## src/usr_pkg.sv

```systemverilog
package usr_pkg;
  // Register offsets, as printed (byte addresses on the plain register port).
  localparam logic [7:0] ADDR_FLAG = 8'h0c;
  localparam logic [7:0] ADDR_RXCTL = 8'h18;
  localparam logic [7:0] ADDR_TXDATA = 8'h19;
  localparam logic [7:0] ADDR_RXDATA = 8'h1a;
  localparam logic [7:0] ADDR_ENABLE = 8'h8c;
  localparam logic [7:0] ADDR_TXCTL = 8'h98;
  localparam logic [7:0] ADDR_BAUD = 8'h99;
  // Receive control field positions.
  localparam int RX_PORT_EN = 7;
  localparam int RX_NINE = 6;
  localparam int RX_SINGLE = 5;
  localparam int RX_CONT = 4;
  localparam int RX_FRAMING = 2;
  localparam int RX_OVERRUN = 1;
  localparam int RX_NINTH = 0;
  // Transmit control field positions.
  localparam int TX_CLK_SRC = 7;
  localparam int TX_NINE = 6;
  localparam int TX_EN = 5;
  localparam int TX_SYNC = 4;
  localparam int TX_HIGH_SPEED = 2;
  localparam int TX_SH_EMPTY = 1;
  localparam int TX_NINTH = 0;
  // Flag and enable field positions.
  localparam int FLAG_RX = 5;
  localparam int FLAG_TX = 4;
  // Reset values.
  localparam logic [7:0] RST_ZERO = 8'h00;
  localparam logic [7:0] RST_TXCTL = 8'h02;
  // Baud phase counter width and bits per received word, eight or nine.
  localparam int BAUD_W = 8;
  localparam logic [3:0] BITS_EIGHT = 4'h8;
  localparam logic [3:0] BITS_NINE = 4'h9;
  // Receive controller states.
  typedef enum logic [1:0] {
    USR_IDLE = 2'b00,
    USR_SHIFT = 2'b01,
    USR_DONE = 2'b10
  } usr_state_e;
endpackage : usr_pkg

```

## src/usr_fifo.sv

```systemverilog
`timescale 1ns/1ps
`default_nettype none
// Two-entry receive store: nine bits per entry, data plus ninth bit.
module usr_fifo
  import usr_pkg::*;
(
  // Clock and reset.
  input wire logic clock,
  input wire logic rst,
  // Write side.
  input wire logic push,
  input wire logic [8:0] push_word,
  // Read side.
  input wire logic pop,
  input wire logic flush,
  output logic [8:0] head_word,
  output logic full,
  output logic empty
);
  // Storage entries addressed by index.
  logic [8:0] mem [2];
  // Read and write pointers and fill count.
  logic rd_ptr;
  logic wr_ptr;
  logic [1:0] count;
  // Accepted operations.
  wire do_push = push && !full;
  wire do_pop = pop && !empty;

  assign full = (count == 2'h2);
  assign empty = (count == 2'h0);
  assign head_word = mem[rd_ptr];

  // Pointer and count update; a flush empties the store.
  always_ff @(posedge clock) begin
    if (rst || flush) begin
      rd_ptr <= 1'b0;
      wr_ptr <= 1'b0;
      count <= 2'h0;
    end else begin
      if (do_push) begin
        wr_ptr <= ~wr_ptr;
      end
      if (do_pop) begin
        rd_ptr <= ~rd_ptr;
      end
      count <= count + {1'b0, do_push} - {1'b0, do_pop};
    end
  end

  // Entry write.
  always_ff @(posedge clock) begin
    if (do_push) begin
      mem[wr_ptr] <= push_word;
    end
  end

  // The fill count never passes two.
  a_fifo_bound: assert property (@(posedge clock) disable iff (rst) count <= 2'h2)
    else $error("receive store count above two");
endmodule : usr_fifo
`default_nettype wire

```

## src/usr_top.sv

```systemverilog
// The strobed register port is this design's own decision.
`timescale 1ns/1ps
`default_nettype none
module usr_top
  import usr_pkg::*;
(
  // Clock and reset.
  input wire logic clock,
  input wire logic rst,
  // Register port.
  input wire logic [7:0] addr,
  input wire logic [7:0] wdata,
  input wire logic wr_en,
  input wire logic rd_en,
  output logic [7:0] rdata,
  // Serial clock pin, three signals.
  input wire logic serial_clk_in,
  output logic serial_clk_out,
  output logic serial_clk_oe,
  // Serial data pin, three signals.
  input wire logic serial_data_pin_in,
  output logic serial_data_pin_out,
  output logic serial_data_pin_oe,
  // Receive interrupt request.
  output logic rx_irq
);
  // Software visible registers.
  logic [7:0] baud_divisor;
  logic [7:0] peripheral_enable_reg;
  logic [7:0] transmit_data_reg;
  logic port_enable;
  logic nine_bit_rx_enable;
  logic single_receive_enable;
  logic continuous_receive_enable;
  logic overrun_error;
  logic rx_ninth_bit;
  logic master_clock_source;
  logic nine_bit_tx_enable;
  logic transmit_enable;
  logic sync_mode;
  logic high_speed_baud;
  logic tx_ninth_bit;
  logic transmit_flag;
  logic [7:0] rx_visible;
  // Transmit shifter: start, eight data bits, ninth, stop.
  logic [10:0] tx_shift;
  logic [3:0] tx_left;
  logic shifter_empty;
  // Pin synchronisers; logic reads only the second data stage and never reads the clock one.
  logic [1:0] data_sync;
  logic [1:0] clk_sync;
  // Baud timing and receive engine state.
  logic [BAUD_W-1:0] baud_cnt;
  usr_state_e state;
  usr_state_e next_state;
  logic [8:0] receive_shifter;
  logic [3:0] bit_cnt;
  // Read data and FIFO side signals.
  logic [7:0] next_rdata;
  logic [8:0] fifo_head;
  logic fifo_full;
  logic fifo_empty;

  // Decodes shared by read and write paths.
  function automatic logic hit(input logic [7:0] a, input logic [7:0] off);
    return a == off;
  endfunction : hit

  wire wr_rxctl = wr_en && hit(addr, ADDR_RXCTL);
  wire wr_txctl = wr_en && hit(addr, ADDR_TXCTL);
  wire rd_rxdata = rd_en && hit(addr, ADDR_RXDATA);
  wire baud_tick = (baud_cnt == RST_ZERO);
  wire rx_req = single_receive_enable || continuous_receive_enable;
  wire sync_master = port_enable && sync_mode && master_clock_source;
  wire rx_active = (state == USR_SHIFT);
  wire [3:0] bits_needed = nine_bit_rx_enable ? BITS_NINE : BITS_EIGHT;
  // Falling edge of the driven serial clock: data sample point.
  wire fall_tick = rx_active && baud_tick && serial_clk_out;
  wire last_bit = fall_tick && (bit_cnt == bits_needed - 4'h1);
  // Word assembled from the shifter including the bit just sampled.
  wire [8:0] new_word = nine_bit_rx_enable ? {data_sync[1], receive_shifter[8:1]}
                                           : {1'b0, data_sync[1], receive_shifter[8:2]};
  wire can_push = last_bit && !overrun_error && !fifo_full;
  wire set_overrun = last_bit && fifo_full && !overrun_error;
  wire receive_flag = !fifo_empty;
  wire tx_start = wr_en && hit(addr, ADDR_TXDATA) && transmit_enable;

  // Two-entry receive store holding data and ninth bit.
  usr_fifo u_fifo (
    .clock(clock),
    .rst(rst),
    .push(can_push),
    .push_word({new_word[8], new_word[7:0]}),
    .pop(rd_rxdata),
    .flush(1'b0),
    .head_word(fifo_head),
    .full(fifo_full),
    .empty(fifo_empty)
  );

  // Two-stage synchronisers for both pins.
  always_ff @(posedge clock) begin
    if (rst) begin
      data_sync <= 2'h0;
      clk_sync <= 2'h0;
    end else begin
      data_sync <= {data_sync[0], serial_data_pin_in};
      clk_sync <= {clk_sync[0], serial_clk_in};
    end
  end

  // Receive control and software writes to receive control.
  always_ff @(posedge clock) begin
    if (rst) begin
      {port_enable, nine_bit_rx_enable} <= 2'h0;
      {single_receive_enable, continuous_receive_enable} <= 2'h0;
      overrun_error <= 1'b0;
    end else begin
      if (wr_rxctl) begin
        port_enable <= wdata[RX_PORT_EN];
        nine_bit_rx_enable <= wdata[RX_NINE];
        continuous_receive_enable <= wdata[RX_CONT];
      end
      // Single reception ends itself after one word unless continuous wins.
      if (wr_rxctl) begin
        single_receive_enable <= wdata[RX_SINGLE];
      end else if (last_bit && !continuous_receive_enable) begin
        single_receive_enable <= 1'b0;
      end
      // A new overrun wins over a clear in the same cycle.
      if (set_overrun) begin
        overrun_error <= 1'b1;
      end else if (wr_rxctl && !wdata[RX_CONT]) begin
        overrun_error <= 1'b0;
      end
    end
  end

  // Visible data and ninth bit load from the FIFO head on each read while it holds a word.
  always_ff @(posedge clock) begin
    if (rst) begin
      rx_visible <= RST_ZERO;
      rx_ninth_bit <= 1'b0;
    end else if (rd_rxdata && !fifo_empty) begin
      rx_visible <= fifo_head[7:0];
      rx_ninth_bit <= fifo_head[8];
    end
  end

  // Plain software registers: divisor, enables, transmit control.
  always_ff @(posedge clock) begin
    if (rst) begin
      baud_divisor <= RST_ZERO;
      peripheral_enable_reg <= RST_ZERO;
      {master_clock_source, nine_bit_tx_enable, transmit_enable} <= 3'h0;
      {sync_mode, high_speed_baud, tx_ninth_bit} <= 3'h0;
    end else begin
      if (wr_en && hit(addr, ADDR_BAUD)) begin
        baud_divisor <= wdata;
      end
      if (wr_en && hit(addr, ADDR_ENABLE)) begin
        peripheral_enable_reg <= wdata;
      end
      if (wr_txctl) begin
        master_clock_source <= wdata[TX_CLK_SRC];
        nine_bit_tx_enable <= wdata[TX_NINE];
        transmit_enable <= wdata[TX_EN];
        sync_mode <= wdata[TX_SYNC];
        high_speed_baud <= wdata[TX_HIGH_SPEED];
        tx_ninth_bit <= wdata[TX_NINTH];
      end
    end
  end

  // Baud counter: reloads from the divisor, one tick per half receive bit and per whole transmit bit.
  always_ff @(posedge clock) begin
    if (rst || !port_enable) begin
      baud_cnt <= RST_ZERO;
    end else if (baud_tick) begin
      baud_cnt <= baud_divisor;
    end else begin
      baud_cnt <= baud_cnt - 8'h01;
    end
  end

  // Receive state selection.
  always_comb begin
    next_state = state;
    unique case (state)
      USR_IDLE: begin
        if (sync_master && rx_req && !overrun_error) begin
          next_state = USR_SHIFT;
        end
      end
      USR_SHIFT: begin
        if (!sync_master || !rx_req) begin
          next_state = USR_IDLE;
        end else if (last_bit) begin
          next_state = USR_DONE;
        end
      end
      USR_DONE: begin
        next_state = USR_IDLE;
      end
      default: begin
        next_state = USR_IDLE;
      end
    endcase
  end

  // Receive engine: serial clock generation and bit shifting.
  always_ff @(posedge clock) begin
    if (rst) begin
      state <= USR_IDLE;
      serial_clk_out <= 1'b0;
      serial_clk_oe <= 1'b0;
      receive_shifter <= 9'h000;
      bit_cnt <= 4'h0;
    end else begin
      state <= next_state;
      serial_clk_oe <= sync_master;
      if (!rx_active) begin
        serial_clk_out <= 1'b0;
        bit_cnt <= 4'h0;
      end else if (baud_tick) begin
        serial_clk_out <= ~serial_clk_out;
        if (serial_clk_out) begin
          receive_shifter <= {data_sync[1], receive_shifter[8:1]};
          bit_cnt <= last_bit ? 4'h0 : bit_cnt + 4'h1;
        end
      end
    end
  end

  // Transmit flag, shifter and data pin for asynchronous transmission.
  always_ff @(posedge clock) begin
    if (rst) begin
      transmit_data_reg <= RST_ZERO;
      transmit_flag <= 1'b0;
      tx_shift <= 11'h7ff;
      tx_left <= 4'h0;
      shifter_empty <= 1'b1;
      serial_data_pin_out <= 1'b1;
      serial_data_pin_oe <= 1'b0;
    end else begin
      serial_data_pin_oe <= port_enable && !sync_mode;
      if (tx_start) begin
        transmit_data_reg <= wdata;
        transmit_flag <= 1'b0;
        tx_shift <= {1'b1, nine_bit_tx_enable ? tx_ninth_bit : 1'b1, wdata, 1'b0};
        tx_left <= nine_bit_tx_enable ? 4'hb : 4'ha;
        shifter_empty <= 1'b0;
      end else begin
        if (tx_left != 4'h0 && baud_tick) begin
          serial_data_pin_out <= tx_shift[0];
          tx_shift <= {1'b1, tx_shift[10:1]};
          tx_left <= tx_left - 4'h1;
        end else if (tx_left == 4'h0 && !shifter_empty) begin
          shifter_empty <= 1'b1;
          transmit_flag <= transmit_enable;
        end
        // Setting the enable wins over a frame that ends in the same cycle.
        if (wr_txctl && wdata[TX_EN]) begin
          transmit_flag <= 1'b1;
        end
      end
    end
  end

  // Read data: selection is combinational, registered for next cycle.
  always_comb begin
    next_rdata = RST_ZERO;
    unique case (addr)
      ADDR_FLAG: next_rdata = {2'h0, receive_flag, transmit_flag, 4'h0};
      ADDR_RXCTL: next_rdata = {port_enable, nine_bit_rx_enable, single_receive_enable,
                                continuous_receive_enable, 2'h0, overrun_error, rx_ninth_bit};
      ADDR_RXDATA: next_rdata = fifo_empty ? rx_visible : fifo_head[7:0];
      ADDR_ENABLE: next_rdata = peripheral_enable_reg;
      ADDR_TXCTL: next_rdata = {master_clock_source, nine_bit_tx_enable, transmit_enable,
                                sync_mode, 1'b0, high_speed_baud, shifter_empty, tx_ninth_bit};
      ADDR_BAUD: next_rdata = baud_divisor;
      default: next_rdata = RST_ZERO;
    endcase
  end

  // Read data register and interrupt output.
  always_ff @(posedge clock) begin
    if (rst) begin
      rdata <= RST_ZERO;
      rx_irq <= 1'b0;
    end else begin
      rdata <= rd_en ? next_rdata : RST_ZERO;
      rx_irq <= receive_flag && peripheral_enable_reg[FLAG_RX];
    end
  end

  // Checks on the receive and transmit paths.
  a_irq_gated: assert property (@(posedge clock) disable iff (rst)
    rx_irq |-> $past(peripheral_enable_reg[FLAG_RX])) else $error("irq while disabled");
  a_overrun_blocks: assert property (@(posedge clock) disable iff (rst)
    overrun_error && fifo_empty |=> fifo_empty) else $error("push during overrun");
  a_overrun_sets: assert property (@(posedge clock) disable iff (rst)
    set_overrun |=> overrun_error) else $error("overrun not set");
  a_overrun_holds: assert property (@(posedge clock) disable iff (rst)
    overrun_error && !(wr_rxctl && !wdata[RX_CONT]) |=> overrun_error)
    else $error("overrun cleared early");
  a_single_stops: assert property (@(posedge clock) disable iff (rst)
    last_bit && !continuous_receive_enable && !wr_rxctl |=> !single_receive_enable)
    else $error("single receive kept running");
  a_flag_follows: assert property (@(posedge clock) disable iff (rst)
    can_push |=> receive_flag) else $error("flag not set after transfer");
  a_tx_flag_set: assert property (@(posedge clock) disable iff (rst)
    wr_txctl && wdata[TX_EN] && !tx_start |=> transmit_flag) else $error("tx flag missing");
  a_tx_starts: assert property (@(posedge clock) disable iff (rst)
    tx_start |=> !shifter_empty) else $error("transmit did not start");
  c_word_in: cover property (@(posedge clock) can_push);
  c_overrun: cover property (@(posedge clock) set_overrun);
  c_tx: cover property (@(posedge clock) tx_start);
endmodule : usr_top
`default_nettype wire

```

## config.mk

```make
export PLATFORM = sky130hd
export DESIGN_NAME = usr_top
export DESIGN_NICKNAME = d
export VERILOG_FILES = /design/src/usr_pkg.sv /design/src/usr_fifo.sv /design/src/usr_top.sv
export SDC_FILE = /design/constraint.sdc
export NUM_CORES = 1
export LEC_CHECK = 0
export BUFFER_PORTS_ARGS = -buffer_cell sky130_fd_sc_hd__buf_2
export CAP_MARGIN = 0
export CORE_MARGIN = 1
export CORE_UTILIZATION = 40
export CTS_CLUSTER_DIAMETER = 100
export CTS_CLUSTER_SIZE = 12
export DETAILED_ROUTE_END_ITERATION = 10
export PLACE_DENSITY = 0.66
export SETUP_SLACK_MARGIN = 0.2
export SYNTH_ARGS = -nofsm -noshare
export SYNTH_HDL_FRONTEND = slang
export SYNTH_SLANG_ARGS = --single-unit
```

## constraint.sdc

```tcl
create_clock -name clock -period 4.13 [get_ports clock]
set_clock_uncertainty 0.1 [all_clocks]
set_input_delay 0.826 -clock clock [delete_from_list [all_inputs] [get_ports clock]]
set_output_delay 0.826 -clock clock [all_outputs]
set_load 0.01 [all_outputs]
```

==> results of run 1 <==
area by class of cell:
cell class	count	area, um2
Timing Repair Buffer	40	218
Tap cell	147	184
Sequential cell	112	2420
Inverter	11	41.3
Clock inverter	6	40.0
Clock buffer	10	250
Multi-Input combinational cell	352	2340
Fill cell	1155	6510
how the worst max path moves through the flow:
stage	cells after the start	slack [ns]	to
final	8	1.47	u_fifo.mem[0][1]
after detailed placement	7	1.15	u_fifo.count[1]
after global routing	8	1.27	u_fifo.mem[0][1]
after CTS	7	1.49	serial_data_pin_out
after global placement	7	1.24	u_fifo.count[1]
after floorplan	8	1.30	u_fifo.count[1]
per-stage QoR:
stage	instance area, um2	setup WS [ns]	hold WS (ns)	cells
after CTS	5500	1.49	0.338	678
after detailed placement	5210	1.15	0.320	662
after global placement	5210	1.24	0.321	662
after floorplan	4930	1.30	0.314	503
final	5500	1.47	0.337	678
after global routing	5500	1.27	0.361	678
worst max-delay path, cell delays in order (launching register included):
cell and delay [ns]:
dfxtp_1 0.34, inv_1 0.06, ha_1 0.23, nor4b_4 0.22, buf_4 0.22, nand4_1 0.10, buf_4 0.22, or4_1 0.51
inv_1 0.32
synthesized netlist by cell type, types with 4 or more instances:
cell and number:
a211oi_1 26, o31a_1 9, edfxtp_1 18, nand3_1 10, nor2b_1 6, o21ai_1 6
mux2i_1 36, xor2_1 5, a21oi_1 28, nand4_1 9, nor2_1 64, clkbuf_1 20
o21ai_0 11, nor3_1 16, inv_1 11, dfxtp_1 94, and2_1 4, o22ai_1 4
buf_2 5, mux2_2 17, xnor2_1 5, a22oi_1 5, nand2_1 33, ha_1 5
o21a_1 4
layer usage:
| layer | global-route usage, % | vias to the layer above |
|---|---|---|
| li1 | - | 1891 |
| met1 | 25.4 | 1817 |
| met2 | 28.6 | 74 |
| met3 | 2.95 | 16 |
| met4 | 7.72 | 0 |
| met5 | 0 | - |
power breakdown:
part	total, uW	internal [uW]	switching, uW
Clock	853	447	405
Sequential	1200	1170	37.8
Combinational	351	173	178
Total	2410	1790	621
cells by family after synthesis:
logic type | Yosys count | synth area share (%)
AOI/OAI and AO/OA | 113 | 15.4
xor gates and xnor gates | 10 | 1.78
adders and majority gates | 5 | 1.27
buffers and inverters | 39 | 3.25
DFF | 112 | 49.2
muxes | 53 | 11.2
and+or+nand+nor | 171 | 17.9
==> impl_metrics.yaml, run 1 <==
outcome:
  status: "finished, final reports clean"
yosys:
  synth-seq-cells: 112
  netlist_area_mm2: 0.00493
  avgSynthCellArea_um2: 9.80
  syn_inst: 503
  synthArstFlopShare_pct: 0
  synth_nets: 530
  synth-main-ff-cell: "dfxtp_1"
  synth.distinct_cells: 56
  synth.area.top_cells: "dfxtp_1, edfxtp_1, mux2i_1, nor2_1, a211oi_1"
  synth_top_area_share_pct: 38.2
  synth_seq_area_share_pct: 49.2
  yosys_warnings: 0
  synth_edf_count: 18
  yosys.area.top_type: "dfxtp_1"
timing:
  grt_setup_unrepaired: "false"
  hold_violations: 0
  tightestPinTransition_ns: 0.727
  slew_viol_final: 0
  clock.fmax_ghz: 0.376
  relSlewSlack_pct: 51.3
  period_share_pct: 64.4
  setup_violations: 0
  final.setup.tns_ns: 0
  fin_crit_ns: 2.66
grt:
  grt_pass1_wl_um: 18500
  grt_pass1_vias: 3698
  grtUsageTotal_pct: 18.4
  grt_overflow_total: 0
  antenna_found_initial: 0
  grt_max_degree: 58
detailed_routing:
  dr.pass1.iters: 4
  vias: 3798
  top_layer: "met4"
  drc_errors: 0
  met2WireLength_um: 4900
  wl_per_cell_um: 16.3
  drtIter0Drc: 272
  via_per_inst: 5.60
  routed-wl-met3_um: 509
  met1Wirelength_um: 5440
  ant_nets: 0
  wl_um: 11100
die:
  io_pins: 35
  num_rows: 40
  start_util_pct: 41.0
  die_y_um: 113
  core_region_area_mm2: 0.0120
  die_w_um: 113
  die_area_mm2: 0.0128
worst_setup_path:
  worstSetupPathType: "flip-flop to flip-flop"
  r2r_end: "u_fifo.mem[0][1]"
  reg2regPathDepth: 8
  cp_data_required_time_ns: 4.04
  cp_max_fo: 15
  critPathLaunchType: "flip-flop"
  r2r_start: "baud_cnt[0]"
  cp-end-kind: "flip-flop"
  crit_path_start: "baud_cnt[0]"
  rrSetupSlack_ns: 1.47
  worst_ep_arrival_time_ns: 2.57
hold_path:
  worstHoldStart: "data_sync[0]"
  hold_path_end: "data_sync[1]"
  min_path_type: "flip-flop to flip-flop"
  min_delay_path_depth: 1
clock_tree:
  clk_path_buf_depth: 2
  numCtsBuffers: 9
  cts_tree: "yes"
  cts_hold_buf: 0
  cts_setup_buffers: 0
  ctsResizeCount: 0
  cts.htree.levels: 3
  clkTransAtPathRegs_ns: 0.07
  numClockSinks: 112
  cts-root-buf: "clkbuf_16"
  clock_latency_ns: 0.35
layout:
  drive_gt1_share_pct: 15.4
  top_register: "u_fifo.mem"
  final_common_cell: "dfxtp_1"
  final_cell_mix: "dfxtp_1, nor2_1, mux2i_1"
  final_util_pct: 45.8
  diodes: 0
  largest_register_ffs: 18
  area_growth_syn_to_layout_pct: 11.6
  reg.largest.list: "u_fifo.mem: 18 flops, tx_shift: 10 flops"
  nets: 553
power:
  p_per_area_mw_per_mm2: 438
  ir_drop_mv: 0.198
  power_uw: 2410
  leakage_uw: 0.00207
job:
  maxCapViolCount: 0
placement:
  hpwl_um: 7830
  gp_congestion: 0.831
  io_buffers: 33
(Power assumes the default switching activity.)
==> run 2, diff against run 1 <==
Settings changed: PLACE_DENSITY 0.66 to 0.68.
Clock period 4.13 ns to 2.4 ns, I/O delays scaled along.
==> impl_metrics.yaml, run 2 (same netlist as run 1, synthesis figures left out) <==
outcome:
  status: "finished, final reports clean"
detailed_routing:
  via_per_inst: 5.70
  vias: 3977
  dr.pass1.iters: 5
  drtIter0Drc: 232
  wl_per_cell_um: 16.6
  wl_um: 11600
  drc_errors: 0
  ant_nets: 0
worst_setup_path:
  cpPeakStageDelay_ns: 0.49
  cp-end-kind: "flip-flop"
  r2r_end: "tx_shift[7]"
  cp_data_required_time_ns: 2.54
  path_delay_family: "compound AO/OA/AOI/OAI gates"
  r2r_start: "baud_cnt[0]"
  worstPathCellList: "inv_2, ha_2, or4b_4, buf_4, o31a_1, a211oi_1, o21ai_1"
  cpMaxStageDelayCell: "or4b_4"
  crit_buf_inv: 2
  worstSetupPathType: "flip-flop to flip-flop"
  cp_max_fo: 11
  critPathLaunchType: "flip-flop"
  reg2regPathDepth: 7
  worst_ep_arrival_time_ns: 2.26
  rrSetupSlack_ns: 0.28
power:
  leakage_uw: 0.00221
  p_per_area_mw_per_mm2: 746
  power_uw: 4300
  ir_drop_mv: 0.351
layout:
  reg.largest.list: "u_fifo.mem: 18 flops, tx_shift: 10 flops"
  diodes: 0
  top_register: "u_fifo.mem"
  final_util_pct: 48.0
  seqCellArea_mm2: 0.00242
  fill_cells: 1107
  drive_gt1_share_pct: 21.8
  largest_register_ffs: 18
  final_cell_mix: "dfxtp_1, nor2_1, mux2i_1"
  multi_input_area_mm2: 0.00242
  area_growth_syn_to_layout_pct: 17.1
  instances_no_fill: 698
  nets: 573
  final_common_cell: "dfxtp_1"
timing:
  final.setup.tns_ns: 0
  period_share_pct: 88.5
  hold_violations: 0
  setup_violations: 0
  relSlewSlack_pct: 57.3
  slew_viol_final: 0
  tightestPinTransition_ns: 0.631
  setup_ws_ns: 0.275
  clock.fmax_ghz: 0.471
  grt_setup_unrepaired: "true"
  fin_crit_ns: 2.12
placement:
  dp_slack_ns: 0.219
  dp.cells: 681
  hpwl_um: 8140
  io_buffers: 33
  gp_congestion: 0.795
clock_tree:
  cts-root-buf: "clkbuf_16"
  clk_path_buf_depth: 2
  cts_tree: "yes"
  clkTransAtPathRegs_ns: 0.07
  clock_latency_ns: 0.35
  numClockSinks: 112
  numCtsBuffers: 9
  cts.htree.levels: 3
grt:
  grt_pass1_vias: 3730
  grt_overflow_total: 0
  grt_max_degree: 48
  antenna_found_initial: 0
  grtUsageTotal_pct: 18.7
  grt_pass1_wl_um: 18800
hold_path:
  worstHoldStart: "serial_data_pin_in"
  min_path_type: "input pin to flip-flop"
  min_delay_path_depth: 2
  hold_path_end: "data_sync[0]"
die:
  die_y_um: 113
  die_area_mm2: 0.0128
  die_w_um: 113
  io_pins: 35
  num_rows: 40
  core_region_area_mm2: 0.0120
  start_util_pct: 41.0
job:
  maxCapViolCount: 0
==> run 2: changes by cell type in the layout (fill, tap and decap cells not counted), sizes merged <==
cell / change
clkinv: -1
buf: +20
clkbuf: +2
bufinv: +1
inv: -2
==> run 2: cell type report <==
type / instances / area share, %
sequential: 112 / 42.0
multi-input combinational: 352 / 42.0
timing repair buffer: 60 / 6.66
clock buffer: 12 / 4.47
tap: 147 / 3.19
clock inverter: 4 / 0.911
inverter: 11 / 0.802
==> run 2: what timing repair did <==
item | in CTS | in global routing
buffers inserted | 0 | 1
hold buffers | 0 | 0
pin swaps | 0 | 2
resized for setup | 1 | 7
endpoints found under the setup margin | 1 | 27
gates cloned | 0 | 0
==> run 2: per-layer routing <==
metal	wire (um)	global-route usage, %
met1	5570	25.7
met5	0	0
met3	496	2.57
met4	178	6.84
met2	5350	30.0
==> run 2: worst max path at each step <==
stage | startpoint | endpoint | slack [ns] | depth (start not counted)
after detailed placement | addr[2] | u_fifo.count[0] | 0.22 | 6
after global placement | baud_cnt[1] | tx_shift[0] | 0.24 | 7
after floorplan | baud_cnt[1] | u_fifo.mem[1][0] | 0.20 | 7
after CTS | baud_cnt[1] | u_fifo.mem[1][2] | 0.21 | 8
after global routing | baud_cnt[1] | tx_shift[7] | 0.20 | 7
final | baud_cnt[0] | tx_shift[7] | 0.28 | 7
==> run 2: power breakdown <==
part	switching [uW]	leakage, uW	internal, uW	total (uW)
Sequential	73.4	0.000927	2010	2080
Combinational	329	0.00112	338	668
Clock	680	0.000156	874	1550
Total	1080	0.00221	3220	4300
==> run 2: stage by stage <==
stage                     area (um2)  hold slack, ns
after floorplan                 5010           0.314
after global placement          5420           0.323
after detailed placement        5420           0.323
after CTS                       5740           0.234
after global routing            5770           0.266
final                           5770           0.242
